**config.mk**
```make
export PLATFORM = sky130hd
export DESIGN_NAME = sct_top
export DESIGN_NICKNAME = d
export VERILOG_FILES = /design/src/include/sct_pkg.sv /design/src/sct_ramp.sv /design/src/sct_top.sv
export VERILOG_INCLUDE_DIRS = /design/src /design/src/include
export SDC_FILE = /design/constraint.sdc
export NUM_CORES = 1
export LEC_CHECK = 0
export BUFFER_PORTS_ARGS = -buffer_cell sky130_fd_sc_hd__buf_4
export CORE_MARGIN = 2
export CORE_UTILIZATION = 40
export DETAILED_ROUTE_END_ITERATION = 16
export PLACE_DENSITY = 0.58
export SLEW_MARGIN = 15
export SYNTH_ARGS = -nofsm -noshare
export SYNTH_HDL_FRONTEND = slang
export SYNTH_SLANG_ARGS = --single-unit
export TNS_END_PERCENT = 100
```
**constraint.sdc**
```tcl
create_clock -name CLK_IN -period 9.91 [get_ports CLK_IN]
set_input_delay 2.973 -clock CLK_IN [delete_from_list [all_inputs] [get_ports CLK_IN]]
set_output_delay 2.973 -clock CLK_IN [all_outputs]
set_load 0.01 [all_outputs]
```
**src/include/sct_cfg.svh**
```systemverilog
// constants for the sample clock delay and timestamp block
`ifndef SCT_CFG_SVH
`define SCT_CFG_SVH

`define SCT_DATA_W        8
`define SCT_DLY_W         8
`define SCT_CNT_W         9
`define SCT_SLOW_CYC      9'h100
`define SCT_FAST_CYC      9'h180
`define SCT_FAST_STEPS    9'h004
`define SCT_FAST_STEP_CYC (`SCT_FAST_CYC / `SCT_FAST_STEPS)
`define SCT_DLY_RST       8'h00
`define SCT_SMP_RST       8'h00

`endif

```
**src/include/sct_pkg.sv**
```systemverilog
// types shared by the delay ramp and the sample path
`include "sct_cfg.svh"
package sct_pkg;

  // ramp controller states, one-hot
  typedef enum logic [1:0] {
    RMP_IDLE = 2'b01,
    RMP_RUN  = 2'b10
  } sct_ramp_st_t;

  // whole state of the ramp controller
  typedef struct packed {
    sct_ramp_st_t            st;
    logic [`SCT_DLY_W-1:0]   coarse;
    logic [`SCT_DLY_W-1:0]   target;
    logic [`SCT_CNT_W-1:0]   cnt;
    logic                    step;
    logic                    jump;
  } sct_ramp_t;

  // state of the top level, apart from the ramp status copies coarse_q and busy_q
  typedef struct packed {
    logic [`SCT_DATA_W-1:0]  smp_a;
    logic [`SCT_DATA_W-1:0]  smp_b;
    logic [`SCT_DATA_W-1:0]  fall_hold;
    logic                    valid;
    logic                    mark;
    logic                    sysref_d1;
    logic                    sysref_cap;
    logic                    inv;
    logic [`SCT_DLY_W-1:0]   fine;
    logic                    change;
  } sct_top_t;

endpackage : sct_pkg

```
**src/sct_ramp.sv**
```systemverilog
// coarse aperture delay ramp controller
`timescale 1ns/1ps
`include "sct_cfg.svh"
module sct_ramp (
  input  wire logic                  clk_in,
  input  wire logic                  rst_in,
  input  wire logic                  wr_in,
  input  wire logic [`SCT_DLY_W-1:0] target_in,
  input  wire logic                  ramp_en_in,
  input  wire logic                  fast_in,
  output logic      [`SCT_DLY_W-1:0] coarse_out,
  output logic                       busy_out,
  output logic                       step_out,
  output logic                       jump_out
);

  // cycles between single steps for the chosen speed
  function automatic logic [`SCT_CNT_W-1:0] step_period(input logic fast);
    step_period = fast ? `SCT_FAST_STEP_CYC : `SCT_SLOW_CYC;
  endfunction : step_period

  sct_pkg::sct_ramp_t r_q;  // registered state
  sct_pkg::sct_ramp_t r_d;  // next state

  // next-state logic
  always_comb begin
    r_d      = r_q;
    r_d.step = 1'b0;
    r_d.jump = 1'b0;
    if (wr_in) begin
      if (ramp_en_in) begin
        // each write restarts the ramp from the present setting
        r_d.target = target_in;
        r_d.cnt    = '0;
        r_d.st     = (target_in == r_q.coarse) ? sct_pkg::RMP_IDLE
                                               : sct_pkg::RMP_RUN;
      end else begin
        // direct load, link may glitch
        r_d.coarse = target_in;
        r_d.target = target_in;
        r_d.jump   = (target_in != r_q.coarse);
        r_d.st     = sct_pkg::RMP_IDLE;
      end
    end else begin
      case (r_q.st)
        sct_pkg::RMP_IDLE: begin
          r_d.cnt = '0;
        end
        sct_pkg::RMP_RUN: begin
          if (!ramp_en_in) begin
            // ramp switched off midway: finish at once
            r_d.coarse = r_q.target;
            r_d.jump   = 1'b1;
            r_d.st     = sct_pkg::RMP_IDLE;
          end else if (r_q.cnt >= step_period(fast_in) - 9'h001) begin
            // one lsb toward the target
            r_d.cnt    = '0;
            r_d.step   = 1'b1;
            r_d.coarse = (r_q.target > r_q.coarse) ? r_q.coarse + 8'h01
                                                   : r_q.coarse - 8'h01;
            if (r_d.coarse == r_q.target) begin
              r_d.st = sct_pkg::RMP_IDLE;
            end
          end else begin
            r_d.cnt = r_q.cnt + 9'h001;
          end
        end
        default: begin
          r_d.st = sct_pkg::RMP_IDLE;
        end
      endcase
    end
  end

  // state register
  always_ff @(posedge clk_in) begin
    if (rst_in) begin
      r_q.st     <= sct_pkg::RMP_IDLE;
      r_q.coarse <= `SCT_DLY_RST;
      r_q.target <= `SCT_DLY_RST;
      r_q.cnt    <= '0;
      r_q.step   <= 1'b0;
      r_q.jump   <= 1'b0;
    end else begin
      r_q <= r_d;
    end
  end

  assign coarse_out = r_q.coarse;
  assign busy_out   = (r_q.st == sct_pkg::RMP_RUN);
  assign step_out   = r_q.step;
  assign jump_out   = r_q.jump;

  // cycles since the last visible step or write, for checking only
  logic [`SCT_CNT_W:0] since_q;
  // a step was seen since the last write; first gap after a write is
  // one cycle longer and is not a step-to-step spacing
  logic                stepped_q;
  always_ff @(posedge clk_in) begin
    if (rst_in || wr_in || step_out) begin
      since_q <= '0;
    end else begin
      since_q <= since_q + 10'h001;
    end
  end

  // step history flag, cleared by every write
  always_ff @(posedge clk_in) begin
    if (rst_in || wr_in) begin
      stepped_q <= 1'b0;
    end else if (step_out) begin
      stepped_q <= 1'b1;
    end
  end

  a_direct_load: assert property (@(posedge clk_in) disable iff (rst_in)
    wr_in && !ramp_en_in |=> coarse_out == $past(target_in))
    else $error("direct coarse write not applied");
  a_slow_gap: assert property (@(posedge clk_in) disable iff (rst_in)
    step_out && stepped_q && !fast_in && !$past(fast_in)
      |-> since_q == 10'd255)
    else $error("slow ramp step spacing wrong");
  a_fast_gap: assert property (@(posedge clk_in) disable iff (rst_in)
    step_out && stepped_q && fast_in && $past(fast_in)
      |-> since_q == 10'd95)
    else $error("fast ramp step spacing wrong");
  a_ramp_unit: assert property (@(posedge clk_in) disable iff (rst_in)
    step_out |-> (coarse_out == $past(coarse_out) + 8'h01) ||
                 (coarse_out == $past(coarse_out) - 8'h01))
    else $error("ramp step not one lsb");
  a_ramp_start: assert property (@(posedge clk_in) disable iff (rst_in)
    wr_in && ramp_en_in && target_in != coarse_out
      |=> busy_out && $stable(coarse_out))
    else $error("ramp write did not start ramp");
  c_ramp_done: cover property (@(posedge clk_in) disable iff (rst_in)
    busy_out ##1 !busy_out && step_out);

endmodule : sct_ramp

```
**src/sct_top.sv**
```systemverilog
// sampling clock selection, timestamp mark and aperture delay control
`timescale 1ns/1ps
`include "sct_cfg.svh"
// Function
// - mark status only while marking enabled
// - mark replaces lsb of each 8-bit sample
// - trigger taken alongside the sample it marks
// - dual mode: one sample per clock, rising
// - single mode: rising and falling edge samples
// - core, processing and serial path share clock
// - reference captured on a fixed clock edge
// - invert delays sampling by half period, in single mode only
// - invert, coarse, fine independent and additive
// - delay shifts all clocks and reference capture
// - delay may change live, may upset link
// - ramp: 1 per 256 or 4 per 384
// - write while ramp enabled starts new ramp
module sct_top (
  input  wire logic                  CLK_IN,
  input  wire logic                  SYS_RST_IN,
  input  wire logic                  LINK_MODE_SELECT_IN,
  input  wire logic [`SCT_DATA_W-1:0] CH_A_SAMPLE_IN,
  input  wire logic [`SCT_DATA_W-1:0] CH_B_SAMPLE_IN,
  input  wire logic                  TRIGGER_MARK_IN,
  input  wire logic                  SAMPLE_MARK_EN_IN,
  input  wire logic                  SYSREF_IN,
  input  wire logic                  HALF_PERIOD_INVERT_IN,
  input  wire logic [`SCT_DLY_W-1:0] COARSE_APERTURE_DELAY_IN,
  input  wire logic                  COARSE_WR_IN,
  input  wire logic [`SCT_DLY_W-1:0] FINE_APERTURE_DELAY_IN,
  input  wire logic                  DELAY_RAMP_ENABLE_IN,
  input  wire logic                  DELAY_RAMP_SPEED_IN,
  output logic      [`SCT_DATA_W-1:0] SAMPLE_A_OUT,
  output logic      [`SCT_DATA_W-1:0] SAMPLE_B_OUT,
  output logic                       SAMPLE_VALID_OUT,
  output logic                       MARK_STATUS_OUT,
  output logic                       SYSREF_CAPTURED_OUT,
  output logic                       HALF_PERIOD_INVERT_OUT,
  output logic      [`SCT_DLY_W-1:0] COARSE_EFFECTIVE_OUT,
  output logic      [`SCT_DLY_W-1:0] FINE_EFFECTIVE_OUT,
  output logic                       DELAY_RAMP_BUSY_OUT,
  output logic                       DELAY_UPSET_OUT
);

  // mode codes of the link mode select input
  localparam logic MODE_DUAL   = 1'b0;  // two channels, rising edge only
  localparam logic MODE_SINGLE = 1'b1;  // one channel, both edges

  // replace the lsb with the mark when marking is on
  function automatic logic [`SCT_DATA_W-1:0] put_mark(
    input logic [`SCT_DATA_W-1:0] smp,
    input logic                   en,
    input logic                   mark);
    put_mark = en ? {smp[`SCT_DATA_W-1:1], mark} : smp;
  endfunction : put_mark

  sct_pkg::sct_top_t s_q;  // registered state
  sct_pkg::sct_top_t s_d;  // next state

  logic [`SCT_DLY_W-1:0] coarse_eff;  // ramped coarse setting
  logic                  ramp_busy;   // ramp in progress
  logic                  coarse_jump; // coarse changed in one go

  // coarse delay ramp
  sct_ramp u_ramp (
    .clk_in     (CLK_IN),
    .rst_in     (SYS_RST_IN),
    .wr_in      (COARSE_WR_IN),
    .target_in  (COARSE_APERTURE_DELAY_IN),
    .ramp_en_in (DELAY_RAMP_ENABLE_IN),
    .fast_in    (DELAY_RAMP_SPEED_IN),
    .coarse_out (coarse_eff),
    .busy_out   (ramp_busy),
    .step_out   (),
    .jump_out   (coarse_jump)
  );

  // next-state logic; one clock drives sampling, marking and output
  always_comb begin
    s_d           = s_q;
    s_d.valid     = 1'b1;
    // fall sample held so an inverted clock can pair it with next rise
    s_d.fall_hold = CH_B_SAMPLE_IN;
    case (LINK_MODE_SELECT_IN)
      MODE_DUAL: begin
        // each channel once per clock on the rising edge
        s_d.smp_a = CH_A_SAMPLE_IN;
        s_d.smp_b = CH_B_SAMPLE_IN;
      end
      MODE_SINGLE: begin
        if (HALF_PERIOD_INVERT_IN) begin
          // half period later: last fall becomes first of the pair
          s_d.smp_a = s_q.fall_hold;
          s_d.smp_b = CH_A_SAMPLE_IN;
        end else begin
          // rising then falling edge sample
          s_d.smp_a = CH_A_SAMPLE_IN;
          s_d.smp_b = CH_B_SAMPLE_IN;
        end
      end
      default: begin
        s_d.smp_a = CH_A_SAMPLE_IN;
        s_d.smp_b = CH_B_SAMPLE_IN;
      end
    endcase
    // trigger taken in the same cycle as the samples it marks
    s_d.smp_a = put_mark(s_d.smp_a, SAMPLE_MARK_EN_IN,
                         TRIGGER_MARK_IN);
    s_d.smp_b = put_mark(s_d.smp_b, SAMPLE_MARK_EN_IN,
                         TRIGGER_MARK_IN);
    // no status at all with marking off
    s_d.mark  = SAMPLE_MARK_EN_IN & TRIGGER_MARK_IN;
    // reference caught on a fixed edge; the delay moves that edge too
    s_d.sysref_d1  = SYSREF_IN;
    s_d.sysref_cap = SYSREF_IN & ~s_q.sysref_d1;
    // invert and fine act on their own, beside the coarse ramp
    s_d.inv  = HALF_PERIOD_INVERT_IN;
    s_d.fine = FINE_APERTURE_DELAY_IN;
    // flag any unramped change; the link may lose lock here
    s_d.change = coarse_jump |
                 (HALF_PERIOD_INVERT_IN != s_q.inv) |
                 (FINE_APERTURE_DELAY_IN != s_q.fine);
  end

  // state register
  always_ff @(posedge CLK_IN) begin
    if (SYS_RST_IN) begin
      s_q.smp_a      <= `SCT_SMP_RST;
      s_q.smp_b      <= `SCT_SMP_RST;
      s_q.fall_hold  <= `SCT_SMP_RST;
      s_q.valid      <= 1'b0;
      s_q.mark       <= 1'b0;
      s_q.sysref_d1  <= 1'b0;
      s_q.sysref_cap <= 1'b0;
      s_q.inv        <= 1'b0;
      s_q.fine       <= `SCT_DLY_RST;
      s_q.change     <= 1'b0;
    end else begin
      s_q <= s_d;
    end
  end

  // ramp status one flop later so every output leaves a register
  logic [`SCT_DLY_W-1:0] coarse_q;  // copy of ramped coarse
  logic                  busy_q;    // copy of ramp busy
  always_ff @(posedge CLK_IN) begin
    if (SYS_RST_IN) begin
      coarse_q <= `SCT_DLY_RST;
      busy_q   <= 1'b0;
    end else begin
      coarse_q <= coarse_eff;
      busy_q   <= ramp_busy;
    end
  end

  assign SAMPLE_A_OUT           = s_q.smp_a;
  assign SAMPLE_B_OUT           = s_q.smp_b;
  assign SAMPLE_VALID_OUT       = s_q.valid;
  assign MARK_STATUS_OUT        = s_q.mark;
  assign SYSREF_CAPTURED_OUT    = s_q.sysref_cap;
  assign HALF_PERIOD_INVERT_OUT = s_q.inv;
  assign COARSE_EFFECTIVE_OUT   = coarse_q;
  assign FINE_EFFECTIVE_OUT     = s_q.fine;
  assign DELAY_RAMP_BUSY_OUT    = busy_q;
  assign DELAY_UPSET_OUT        = s_q.change;

  // checks
  a_mark_off: assert property (@(posedge CLK_IN) disable iff (SYS_RST_IN)
    !$past(SAMPLE_MARK_EN_IN) && $past(!SYS_RST_IN) |-> !MARK_STATUS_OUT)
    else $error("mark status while marking disabled");
  a_mark_lsb: assert property (@(posedge CLK_IN) disable iff (SYS_RST_IN)
    $past(SAMPLE_MARK_EN_IN) && $past(!SYS_RST_IN)
      |-> SAMPLE_A_OUT[0] == $past(TRIGGER_MARK_IN) &&
          SAMPLE_B_OUT[0] == $past(TRIGGER_MARK_IN))
    else $error("sample lsb does not carry mark");
  a_mark_align: assert property (@(posedge CLK_IN) disable iff (SYS_RST_IN)
    SAMPLE_MARK_EN_IN && TRIGGER_MARK_IN ##1 !SAMPLE_MARK_EN_IN
      |-> MARK_STATUS_OUT)
    else $error("mark not with its sample");
  a_dual_pass: assert property (@(posedge CLK_IN) disable iff (SYS_RST_IN)
    $past(LINK_MODE_SELECT_IN == MODE_DUAL) && $past(!SYS_RST_IN)
      |-> SAMPLE_A_OUT[7:1] == $past(CH_A_SAMPLE_IN[7:1]) &&
          SAMPLE_B_OUT[7:1] == $past(CH_B_SAMPLE_IN[7:1]))
    else $error("dual mode samples wrong");
  a_single_order: assert property (@(posedge CLK_IN) disable iff (SYS_RST_IN)
    $past(LINK_MODE_SELECT_IN == MODE_SINGLE && !HALF_PERIOD_INVERT_IN)
      && $past(!SYS_RST_IN)
      |-> SAMPLE_A_OUT[7:1] == $past(CH_A_SAMPLE_IN[7:1]) &&
          SAMPLE_B_OUT[7:1] == $past(CH_B_SAMPLE_IN[7:1]))
    else $error("single mode edge order wrong");
  a_single_inv: assert property (@(posedge CLK_IN) disable iff (SYS_RST_IN)
    $past(LINK_MODE_SELECT_IN == MODE_SINGLE && HALF_PERIOD_INVERT_IN)
      && $past(!SYS_RST_IN, 2)
      |-> SAMPLE_A_OUT[7:1] == $past(CH_B_SAMPLE_IN[7:1], 2) &&
          SAMPLE_B_OUT[7:1] == $past(CH_A_SAMPLE_IN[7:1]))
    else $error("inverted clock not half period later");
  a_delay_indep: assert property (@(posedge CLK_IN) disable iff (SYS_RST_IN)
    $stable(COARSE_APERTURE_DELAY_IN) && !COARSE_WR_IN && !ramp_busy
      ##1 !COARSE_WR_IN |=> $stable(coarse_q) &&
      FINE_EFFECTIVE_OUT == $past(FINE_APERTURE_DELAY_IN))
    else $error("fine or invert disturbed coarse");
  a_sysref_cap: assert property (@(posedge CLK_IN) disable iff (SYS_RST_IN)
    !SYSREF_IN ##1 SYSREF_IN |=> SYSREF_CAPTURED_OUT ##1 !SYSREF_CAPTURED_OUT)
    else $error("reference edge not captured once");
  a_upset_flag: assert property (@(posedge CLK_IN) disable iff (SYS_RST_IN)
    COARSE_WR_IN && !DELAY_RAMP_ENABLE_IN &&
      COARSE_APERTURE_DELAY_IN != coarse_eff |=> ##1 DELAY_UPSET_OUT)
    else $error("direct coarse change not flagged");

  c_single_inv: cover property (@(posedge CLK_IN) disable iff (SYS_RST_IN)
    LINK_MODE_SELECT_IN && HALF_PERIOD_INVERT_IN ##1 SAMPLE_VALID_OUT);
  c_marked: cover property (@(posedge CLK_IN) disable iff (SYS_RST_IN)
    MARK_STATUS_OUT);
  c_ramp: cover property (@(posedge CLK_IN) disable iff (SYS_RST_IN)
    DELAY_RAMP_BUSY_OUT ##1 !DELAY_RAMP_BUSY_OUT);
  c_sysref: cover property (@(posedge CLK_IN) disable iff (SYS_RST_IN)
    SYSREF_CAPTURED_OUT);

endmodule : sct_top

```
==> impl_metrics.csv, run 1 <==
group,metric,value,unit
floorplanning,rows,35,
setup_path,slowest_delay,0.38,ns
pwr,leakage,1.94,nW
placement,port-buffer-count,79,
pwr,p_clk_share,36.2,%
drt,viasPerCell,4.95,
setup_path,r2r_cells,15,
setup_path,arrival,4.71,ns
synth,synth.avg_cell_area,8.89,um2
synth,synth_fp_nets,477,
synth,synth_edf_count,0,
drt,dr.pass1.iters,4,
synth,ys_warn_count,0,
layout,instances_no_fill,583,
drt,drt-initial-drc-count,103,
pwr,combPwrFrac,22.6,%
layout,fillers,901,
clock_network,cts_tree,"built",
pwr,seqPwrFrac,41.1,%
synth,synth_area,3700,um2
pwr,p_per_area,179,nW/um2
layout,layout_commonest_cell,"buf_4",
synth,ys_seq_area_share,40.6,%
clock_network,htreeDepth,3,
timing,setup_tns,0,ns
clock_network,clk_pin_slew_worst_paths,0.08,ns
pwr,p_sw_share,28.0,%
floorplanning,start_util,40.6,%
layout,synthToLayoutAreaGrowth,19.7,%
timing,tightest_slew,0.929,ns
grt,met3_usage,2.99,%
grt,grtUsageTotal,15.9,%
grt,grt_max_degree,64,
setup_path,startpoint_type,"input pin",
timing,drv_slew,0,
placement,dp_hpwl,5.77,mm
worst_hold_path,hp-class,"reg -> reg",
run_status,status,"complete, no violations",
setup_path,required,10.15,ns
timing,period_share,45.1,%
grt,gr-total-overflow,0,
timing,fin_ws,5.44,ns
pwr,vdd_drop_max,0.0000587,V
drt,vias,2888,
setup_path,cp-end-kind,"register",
timing,period_needed,4.47,ns
drt,wl_per_cell,13.5,um
clock_network,postCtsSetupBuffers,0,
clock_network,cts-resized-gates,0,
timing,fmax,224,MHz
synth,synthCells,416,
layout,nNetsFinal,528,
placement,placed_area,4180,um2
drt,drtAntennaViolNets,0,
timing,relSlewSlack,38.1,%
drt,route.detailed.drc,0,
placement,dp_slack,5.09,ns
placement,place_inst,567,
pwr,p_total,0.000793,W
clock_network,cts_root_buf,"clkbuf_8",
timing,hold_viol_final,0,
layout,final_area,4430,um2
grt,grt-busiest-layer,"met2",
layout,final_layout_size_suffix_gt1_share,22.9,%
floorplanning,dieHeight,100,um
pwr,switchingPower,0.000222,W
layout,most-common-layout-cells,"79 x buf_4, 75 x dfxtp_1, 49 x nand2_1",
placement,gp_congestion,0.814,
setup_path,worstPathCellList,"buf_4 > ha_1 > nand4_1 > o21bai_1 > a311oi_2 > o21ai_1 > o21ai_2 > nor2_1 > a32o_1",
synth,synthArstFlopShare,0,%
synth,ys_seq_elements,75,
timing,setup_violations,0,
clock_network,cts.sinks,75,
timing,rsz0062_at_grt,"no",
grt,met2_usage,24.3,%
setup_path,crit_type,"in -> reg",
floorplanning,io_pins,80,
clock_network,postCtsHoldBufs,0,
clock_network,worstSkewPairLatency,0.35,ns
floorplanning,core_area,9110,um2
setup_path,worstPathMaxFanout,12,
grt,use_met1,21.6,%
clock_network,cts.path.max_buffers,2,
clock_network,numCtsBuffers,9,
grt,grt_pass1_vias,2814,
layout,diodes,0,
worst_hold_path,hold_depth,1,
job,drv_cap,0,
floorplanning,die_area,10000,um2
synth,ys_types,58,
grt,antenna_found_initial,0,
setup_path,critPathSlowestCell,"a311oi_2",
floorplanning,die_x,100,um
timing,skew,0.0109,ns
pwr,p_int,0.000571,W
grt,grt_pass1_wl,12.9,mm
synth,ys.flop_type,"dfxtp_1",
drt,wirelength,7.87,mm
==> power groups by stage <==
stage / logic [W] / clock network, W / registers [W]
after floorplan: 0.000135 / 0 / 0.000332
after global placement: 0.000178 / 0 / 0.000333
after detailed placement: 0.000180 / 0 / 0.000333
after CTS: 0.000181 / 0.000296 / 0.000326
after global routing: 0.000201 / 0.000309 / 0.000328
final: 0.000179 / 0.000287 / 0.000326
==> per-layer routing <==
layer,part of all wire [%],routed length (um)
met1,49,3880
met5,0,0
met4,2.4,190
met3,5.5,429
met2,43,3370
==> worst paths after layout <==
kind,start,slack [ns],end
setup / recovery,DELAY_RAMP_SPEED_IN,5.44,u_ramp.coarse_out[6]
hold / removal,s_q[11],0.40,SYSREF_CAPTURED_OUT
setup reg to reg,u_ramp.coarse_out[1],6.01,u_ramp.coarse_out[6]
hold reg to reg,s_q[11],0.40,SYSREF_CAPTURED_OUT
==> final cells by class <==
| cell class | instances | area, um2 | share of cell area, % |
|---|---|---|---|
| timing repair buffer | 79 | 593 | 13.4 |
| clock buffer | 9 | 124 | 2.80 |
| tap | 111 | 139 | 3.14 |
| sequential | 75 | 1500 | 33.9 |
| clock inverter | 7 | 124 | 2.80 |
| multi-input combinational | 288 | 1890 | 42.8 |
| inverter | 14 | 52.6 | 1.19 |
==> flip-flops by register name, summed over array words and instances, names as in the netlist <==
name	cells
COARSE_EFFECTIVE_OUT	8
SAMPLE_B_OUT	8
s_q	9
FINE_EFFECTIVE_OUT	8
u_ramp.jump_out	1
HALF_PERIOD_INVERT_OUT	1
SAMPLE_A_OUT	8
DELAY_RAMP_BUSY_OUT	1
SYSREF_CAPTURED_OUT	1
u_ramp.coarse_out	8
DELAY_UPSET_OUT	1
u_ramp.r_q	19
MARK_STATUS_OUT	1
SAMPLE_VALID_OUT	1
==> cell usage after synthesis (5+ instances only) <==
master | count | area [um2]
nor2_1 | 31 | 116
inv_1 | 13 | 48.8
buf_4 | 25 | 188
ha_1 | 18 | 225
dfxtp_1 | 75 | 1500
nand2b_1 | 10 | 62.6
nor4_1 | 5 | 31.3
a211oi_1 | 7 | 52.6
o21ai_0 | 12 | 60.1
clkbuf_1 | 10 | 37.5
xnor2_1 | 15 | 131
nor2b_1 | 20 | 125
mux2i_1 | 10 | 100
nand2_1 | 49 | 184
a21oi_1 | 36 | 180
nand4_1 | 7 | 43.8
xor2_1 | 17 | 149
==> metrics by stage <==
step	utilization [%]	hold slack (ns)
3_5_place_dp	45.9	0.384
5_1_grt	48.6	0.428
6_report	48.6	0.396
4_1_cts	48.6	0.399
2_1_floorplan	-	0.367
3_3_place_gp	45.9	0.372
==> cells by family after synthesis <==
kind of cell    after synthesis  share of synthesized area (%)
xor+xnor                     33                           8.18
flops                        75                           40.6
buf+inv                      53                           8.22
compound gates               82                           14.2
mux                          10                           2.71
simple gates                144                           19.5
fa+ha+maj                    19                           6.63
==> worst max-delay path, delay by kind of cell <==
| family | cells | cell delay (ns) |
|---|---|---|
| compound gates | 5 | 1.12 |
| buf+inv | 1 | 0.12 |
| simple gates | 2 | 0.21 |
| fa+ha+maj | 1 | 0.28 |
Note: power is estimated with default switching activity, not from simulation.
==> inputs of run 2 (changes only) <==
==> constraint.sdc (replaced) <==
create_clock -name CLK_IN -period 4.15 [get_ports CLK_IN]
set_input_delay 1.245 -clock CLK_IN [delete_from_list [all_inputs] [get_ports CLK_IN]]
set_output_delay 1.245 -clock CLK_IN [all_outputs]
set_load 0.01 [all_outputs]
==> impl_metrics.csv, run 2 (same netlist as run 1, synthesis figures left out) <==
group,metric,value,unit
timing,relSlewSlack,52.4,%
grt,grt_pass1_vias,2730,
timing,fin_ws,0.824,ns
drt,viasPerCell,4.96,
clock_network,cts.sinks,75,
layout,most-common-layout-cells,"80 x buf_4, 75 x dfxtp_1, 49 x nand2_1",
drt,drtAntennaViolNets,0,
clock_network,numCtsBuffers,9,
pwr,p_per_area,410,nW/um2
timing,drv_slew,0,
timing,setup_violations,0,
timing,fmax,301,MHz
layout,final_layout_size_suffix_gt1_share,23.0,%
layout,largestRegisters,"u_ramp.r_q: 19 flops, s_q: 9 flops",
placement,dp_slack,0.826,ns
drt,route.detailed.drc,0,
grt,grt_max_degree,64,
floorplanning,core_area,9110,um2
placement,placed_area,4190,um2
run_status,status,"complete, no violations",
timing,period_share,80.1,%
layout,largest_reg_flops,19,
layout,diodes,0,
clock_network,cts_root_buf,"clkbuf_8",
pwr,leakage,1.92,nW
worst_hold_path,hp-class,"reg -> reg",
layout,fillers,915,
drt,drt-initial-drc-count,147,
setup_path,slowest_delay,0.40,ns
grt,gr-total-overflow,0,
placement,port-buffer-count,79,
setup_path,worstPathCellList,"inv_1 > ha_1 > nor2b_1 > o211ai_1 > a21oi_1 > o22ai_1 > buf_4 > inv_1 > fa_1 > nand3b_1 > a21boi_1 > o21a_1 > o21ai_0 > a31oi_1 > nor2_1 > a32o_1",
layout,nNetsFinal,529,
job,drv_cap,0,
placement,gp_congestion,0.806,
clock_network,htreeDepth,3,
placement,dp_hpwl,5.82,mm
floorplanning,rows,35,
layout,layout_commonest_cell,"buf_4",
setup_path,cp-end-kind,"register",
pwr,vdd_drop_max,0.000181,V
timing,tightest_slew,0.714,ns
setup_path,crit_path_frequent_cell,"inv_1",
setup_path,crit_type,"reg -> reg",
layout,synthToLayoutAreaGrowth,18.8,%
timing,period_needed,3.33,ns
floorplanning,die_area,10000,um2
setup_path,reg2reg_from,"u_ramp.coarse_out[1]",
drt,wirelength,7.89,mm
clock_network,postCtsSetupBuffers,0,
drt,wl_per_cell,13.5,um
setup_path,required,4.39,ns
floorplanning,dieHeight,100,um
clock_network,worstSkewPairLatency,0.34,ns
setup_path,r2r_cells,16,
timing,rsz0062_at_grt,"no",
timing,hold_viol_final,0,
layout,regMostFlops,"u_ramp.r_q",
setup_path,startpoint_type,"register",
grt,grt_pass1_wl,13.0,mm
clock_network,postCtsHoldBufs,0,
clock_network,clk_pin_slew_worst_paths,0.09,ns
setup_path,setup.worst_path.start,"u_ramp.coarse_out[1]",
floorplanning,die_x,100,um
setup_path,arrival,3.57,ns
clock_network,cts.path.max_buffers,2,
timing,skew,0.00752,ns
floorplanning,io_pins,80,
drt,vias,2899,
drt,dr.pass1.iters,4,
grt,grtUsageTotal,16.3,%
timing,setup_tns,0,ns
floorplanning,start_util,40.6,%
worst_hold_path,hp-start,"s_q[11]",
setup_path,worstPathMaxFanout,9,
clock_network,cts_tree,"built",
grt,antenna_found_initial,0,
layout,final_area,4390,um2
clock_network,cts-resized-gates,0,
worst_hold_path,hold_depth,1,
setup_path,critPathSlowestCell,"fa_1",
[run 2: cell count changes in the layout (fill, tap and decap cells not counted)]
| cell | previous run | this run |
|---|---|---|
| buf_4 | 79 | 80 |
| bufinv_16 | 3 | 1 |
| clkinv_4 | 2 | 0 |
| clkinvlp_4 | 1 | 2 |
| inv_6 | 1 | 3 |
| inv_8 | 0 | 1 |
[run 2: routing by layer]
metal / vias up / wire [um] / track usage [%]
met4: 0 / 85 / 4.74
met3: 6 / 390 / 4.39
met1: 1336 / 3780 / 21.8
met2: 64 / 3640 / 26.0
met5: - / 0 / 0
li1: 1493 / - / -
[run 2: worst max-delay path, delay by kind of cell (launching register included)]
family | cells | cell delay, ns
buf+inv | 3 | 0.39
simple gates | 3 | 0.38
compound gates | 8 | 1.36
fa+ha+maj | 2 | 0.72
flops | 1 | 0.38
[run 2: path summary, 6_finish.rpt]
| path | end | slack, ns |
|---|---|---|
| setup reg to reg | u_ramp.coarse_out[6] | 0.82 |
| hold reg to reg | SYSREF_CAPTURED_OUT | 0.39 |
| hold / removal | SYSREF_CAPTURED_OUT | 0.39 |
| setup / recovery | u_ramp.coarse_out[6] | 0.82 |
[run 2: area by class of cell]
| class | count | area (um2) | area share [%] |
|---|---|---|---|
| Clock buffer | 9 | 124 | 2.82 |
| Clock inverter | 7 | 82.6 | 1.88 |
| Inverter | 14 | 52.6 | 1.20 |
| Multi-Input combinational cell | 288 | 1890 | 43.1 |
| Sequential cell | 75 | 1500 | 34.2 |
| Tap cell | 111 | 139 | 3.16 |
| Timing Repair Buffer | 80 | 601 | 13.7 |
[run 2: where the power goes]
group / leakage [nW] / total [W] / switching (W) / internal [W]
logic: 1.20 / 0.000439 / 0.000228 / 0.000211
registers: 0.618 / 0.000778 / 0.0000229 / 0.000755
clock network: 0.0988 / 0.000584 / 0.000296 / 0.000288
total: 1.92 / 0.00180 / 0.000547 / 0.00125
[run 2: through the flow]
| step | util, % | instances | power [W] | hold slack (ns) |
|---|---|---|---|---|
| after global routing | 48.2 | 584 | 0.00192 | 0.408 |
| final | 48.2 | 584 | 0.00180 | 0.386 |
| after CTS | 48.2 | 584 | 0.00182 | 0.392 |
| after global placement | 46.0 | 568 | 0.00123 | 0.372 |
| after floorplan | - | 416 | 0.00111 | 0.367 |
| after detailed placement | 46.0 | 568 | 0.00123 | 0.379 |
==> inputs of run 3 (changes only) <==
--- a/config.mk
+++ b/config.mk
@@ -6,11 +6,12 @@
 export SDC_FILE = /design/constraint.sdc
 export NUM_CORES = 1
 export LEC_CHECK = 0
+export ABC_AREA = 1
 export BUFFER_PORTS_ARGS = -buffer_cell sky130_fd_sc_hd__buf_4
 export CORE_MARGIN = 2
 export CORE_UTILIZATION = 40
 export DETAILED_ROUTE_END_ITERATION = 16
-export PLACE_DENSITY = 0.58
+export PLACE_DENSITY = 0.6
 export SLEW_MARGIN = 15
 export SYNTH_ARGS = -nofsm -noshare
 export SYNTH_HDL_FRONTEND = slang
==> constraint.sdc (replaced) <==
create_clock -name CLK_IN -period 2.67 [get_ports CLK_IN]
set_input_delay 0.801 -clock CLK_IN [delete_from_list [all_inputs] [get_ports CLK_IN]]
set_output_delay 0.801 -clock CLK_IN [all_outputs]
set_load 0.01 [all_outputs]
==> impl_metrics.csv, run 3 <==
group,metric,value,unit
run_status,status,"complete, but fails checks",
run_status,violations,"setup timing",
floorplanning,io_pins,80,
grt,gr-total-overflow,0,
synth,ys_types,42,
setup_path,cp-end-kind,"register",
clock_network,cts.sinks,75,
floorplanning,core_area,9150,um2
grt,antenna_found_initial,0,
timing,whs,0.407,ns
synth,synthArstFlopShare,0,%
synth,ys_seq_area_share,40.1,%
layout,nNetsFinal,669,
layout,final_layout_size_suffix_gt1_share,39.5,%
synth,synth_edf_count,0,
synth,synth_fp_nets,553,
clock_network,cts_root_buf,"clkbuf_8",
layout,most-common-layout-cells,"138 x buf_4, 66 x dfxtp_1, 63 x nor2_1",
clock_network,clk_pin_slew_worst_paths,0.10,ns
setup_path,slowest_delay,0.34,ns
drt,wirelength,9.74,mm
clock_network,cts.path.max_buffers,2,
timing,hold_viol_final,0,
layout,largest_reg_flops,19,
pwr,p_total,0.00334,W
layout,regMostFlops,"u_ramp.r_q",
placement,placed_area,4540,um2
setup_path,cp_top_family,"simple AND/OR/NAND/NOR gates",
clock_network,htreeDepth,3,
setup_path,reg2reg_from,"u_ramp.coarse_out[1]",
placement,port-buffer-count,79,
setup_path,worstPathCellList,"inv_2 > ha_4 > nand2_1 > nand2_1 > nand2_1 > nand2_1 > nand2_1 > nand2_2 > nand2_4 > buf_6 > ha_4 > nand2_1 > or2_1 > nand3_1 > nand2_1 > nand3_1 > nand2_1 > nor2_1 > nand3_1 > nand2_1 > nand3_2 > nand2_1 > nor2_1",
layout,diodes,0,
setup_path,worstPathMaxFanout,6,
timing,fin_ws,-0.147,ns
pwr,p_sw_share,31.6,%
layout,postLayoutCoreUtil,57.3,%
synth,synth_area_leaders,"dfxtp_1 40%, nand2_1 6.7%, inv_1 6.6%",
timing,period_share,106,%
drt,viasPerCell,4.81,
synth,synth_most_common_cell,"dfxtp_1",
synth,synth_common_cells,"75 x dfxtp_1, 67 x nand2_1, 66 x inv_1, 65 x nor2_1, 30 x o21ai_0",
synth,synthCells,492,
layout,regArea,1510,um2
timing,setup_tns,-0.270,ns
drt,drt-initial-drc-count,162,
grt,grtUsageTotal,19.0,%
pwr,p_clk_share,30.4,%
floorplanning,rows,35,
clock_network,worstSkewPairLatency,0.35,ns
synth,synth_area,3750,um2
synth,yosysTopAreaCell,"dfxtp_1",
synth,ys.flop_type,"dfxtp_1",
layout,final_area,5250,um2
job,drv_cap,0,
pwr,switchingPower,0.00105,W
clock_network,cts_tree,"built",
pwr,p_per_area,636,nW/um2
floorplanning,die_area,10200,um2
placement,dp_hpwl,6.64,mm
drt,drtAntennaViolNets,0,
synth,yosysTopAreaCellShare,40.1,%
timing,drv_slew,0,
setup_path,required,2.90,ns
setup_path,crit_path_frequent_cell,"nand2_1",
timing,period_needed,2.82,ns
pwr,vdd_drop_max,0.000296,V
pwr,p_int,0.00228,W
drt,route.detailed.drc,0,
drt,dr.pass1.iters,4,
grt,grt_pass1_wl,15.2,mm
floorplanning,start_util,41.0,%
setup_path,setup.worst_path.start,"u_ramp.coarse_out[1]",
pwr,leakage,2.46,nW
worst_hold_path,hp-class,"reg -> reg",
layout,fillers,841,
layout,layout_commonest_cell,"buf_4",
timing,tightest_slew,0.437,ns
setup_path,crit_type,"reg -> reg",
worst_hold_path,hp-start,"s_q[11]",
setup_path,critPathSlowestCell,"dfxtp_2",
placement,gp_congestion,0.953,
grt,grt_pass1_vias,3338,
layout,multi_input_area,2030,um2
setup_path,arrival,3.05,ns
synth,ys_seq_elements,75,
timing,relSlewSlack,70.9,%
pwr,combPwrFrac,33.3,%
clock_network,postCtsHoldBufs,0,
timing,rsz0062_at_grt,"yes",
floorplanning,dieHeight,101,um
synth,ys_warn_count,0,
synth,synth.avg_cell_area,7.62,um2
pwr,seqPwrFrac,36.3,%
layout,largestRegisters,"u_ramp.r_q: 19 flops, s_q: 9 flops",
timing,fmax,355,MHz
setup_path,path_buf_inv,2,
timing,setup_violations,3,
drt,wl_per_cell,13.4,um
timing,skew,0.0138,ns
clock_network,numCtsBuffers,9,
grt,grt_max_degree,40,
layout,synthToLayoutAreaGrowth,40.0,%
setup_path,startpoint_type,"register",
drt,vias,3480,
floorplanning,die_x,101,um
run 3: changes by cell type after synthesis, sizes merged, moves of 5 or more:
cell and delta:
a211oi -5, nor2b -20, nand3 +26, nand2 +21, xor2 -14, mux2i -10, nor2 +37, inv +56
a21oi -8, o21ai +18, nor4 -5, nand2b -10, a31oi +7
run 3: logic make-up (layout without fill, tap and decap cells):
family                     after synthesis  after routing  synth area share, %
adders and majority gates               19             19                 6.54
xor gates and xnor gates                14             14                 3.27
and+or+nand+nor                        190            190                 23.2
AOI/OAI and AO/OA                       87             87                 13.3
buffers and inverters                  107            228                 13.6
DFF                                     75             75                 40.1
run 3: layout make-up:
| cell class | count | area share (%) |
|---|---|---|
| sequential | 75 | 28.8 |
| multi-input combinational | 310 | 38.7 |
| clock buffer | 9 | 2.36 |
| inverter | 71 | 5.08 |
| clock inverter | 7 | 2.00 |
| timing repair buffer | 141 | 20.4 |
| tap | 111 | 2.65 |
run 3: timing repair:
item	CTS	global route
buffers inserted	21	4
setup endpoints to repair	3	6
pin swaps	22	31
resized for setup	27	42
run 3: worst paths after layout:
path | to | slack, ns | depth (start not counted)
min reg2reg | SYSREF_CAPTURED_OUT | 0.41 | 1
max reg2reg | u_ramp.r_q[28] | -0.15 | 23
max | u_ramp.r_q[28] | -0.15 | 23
min | SYSREF_CAPTURED_OUT | 0.41 | 1
run 3: power groups by stage:
stage | clock (W) | combinational [W] | sequential [W]
global route | 0.00108 | 0.00121 | 0.00122
floorplan | 0 | 0.000486 | 0.00124
global placement | 0 | 0.000810 | 0.00123
detailed placement | 0 | 0.000816 | 0.00123
finish | 0.00101 | 0.00111 | 0.00121
CTS | 0.00104 | 0.000946 | 0.00121
run 3: per-stage QoR:
| stage | std cells | worst slack, ns |
|---|---|---|
| after global placement | 685 | -0.156 |
| after detailed placement | 685 | -0.250 |
| final | 724 | -0.147 |
| after CTS | 722 | -0.0883 |
| after global routing | 724 | -0.319 |
| after floorplan | 492 | 0.000965 |
run 3: layer usage:
metal | up-vias | part of all wire, % | track usage, %
li1 | 1799 | - | -
met1 | 1543 | 45 | 23.7
met2 | 115 | 47 | 31.1
met3 | 23 | 5.6 | 3.81
met4 | 0 | 2.8 | 9.48
met5 | - | 0 | 0
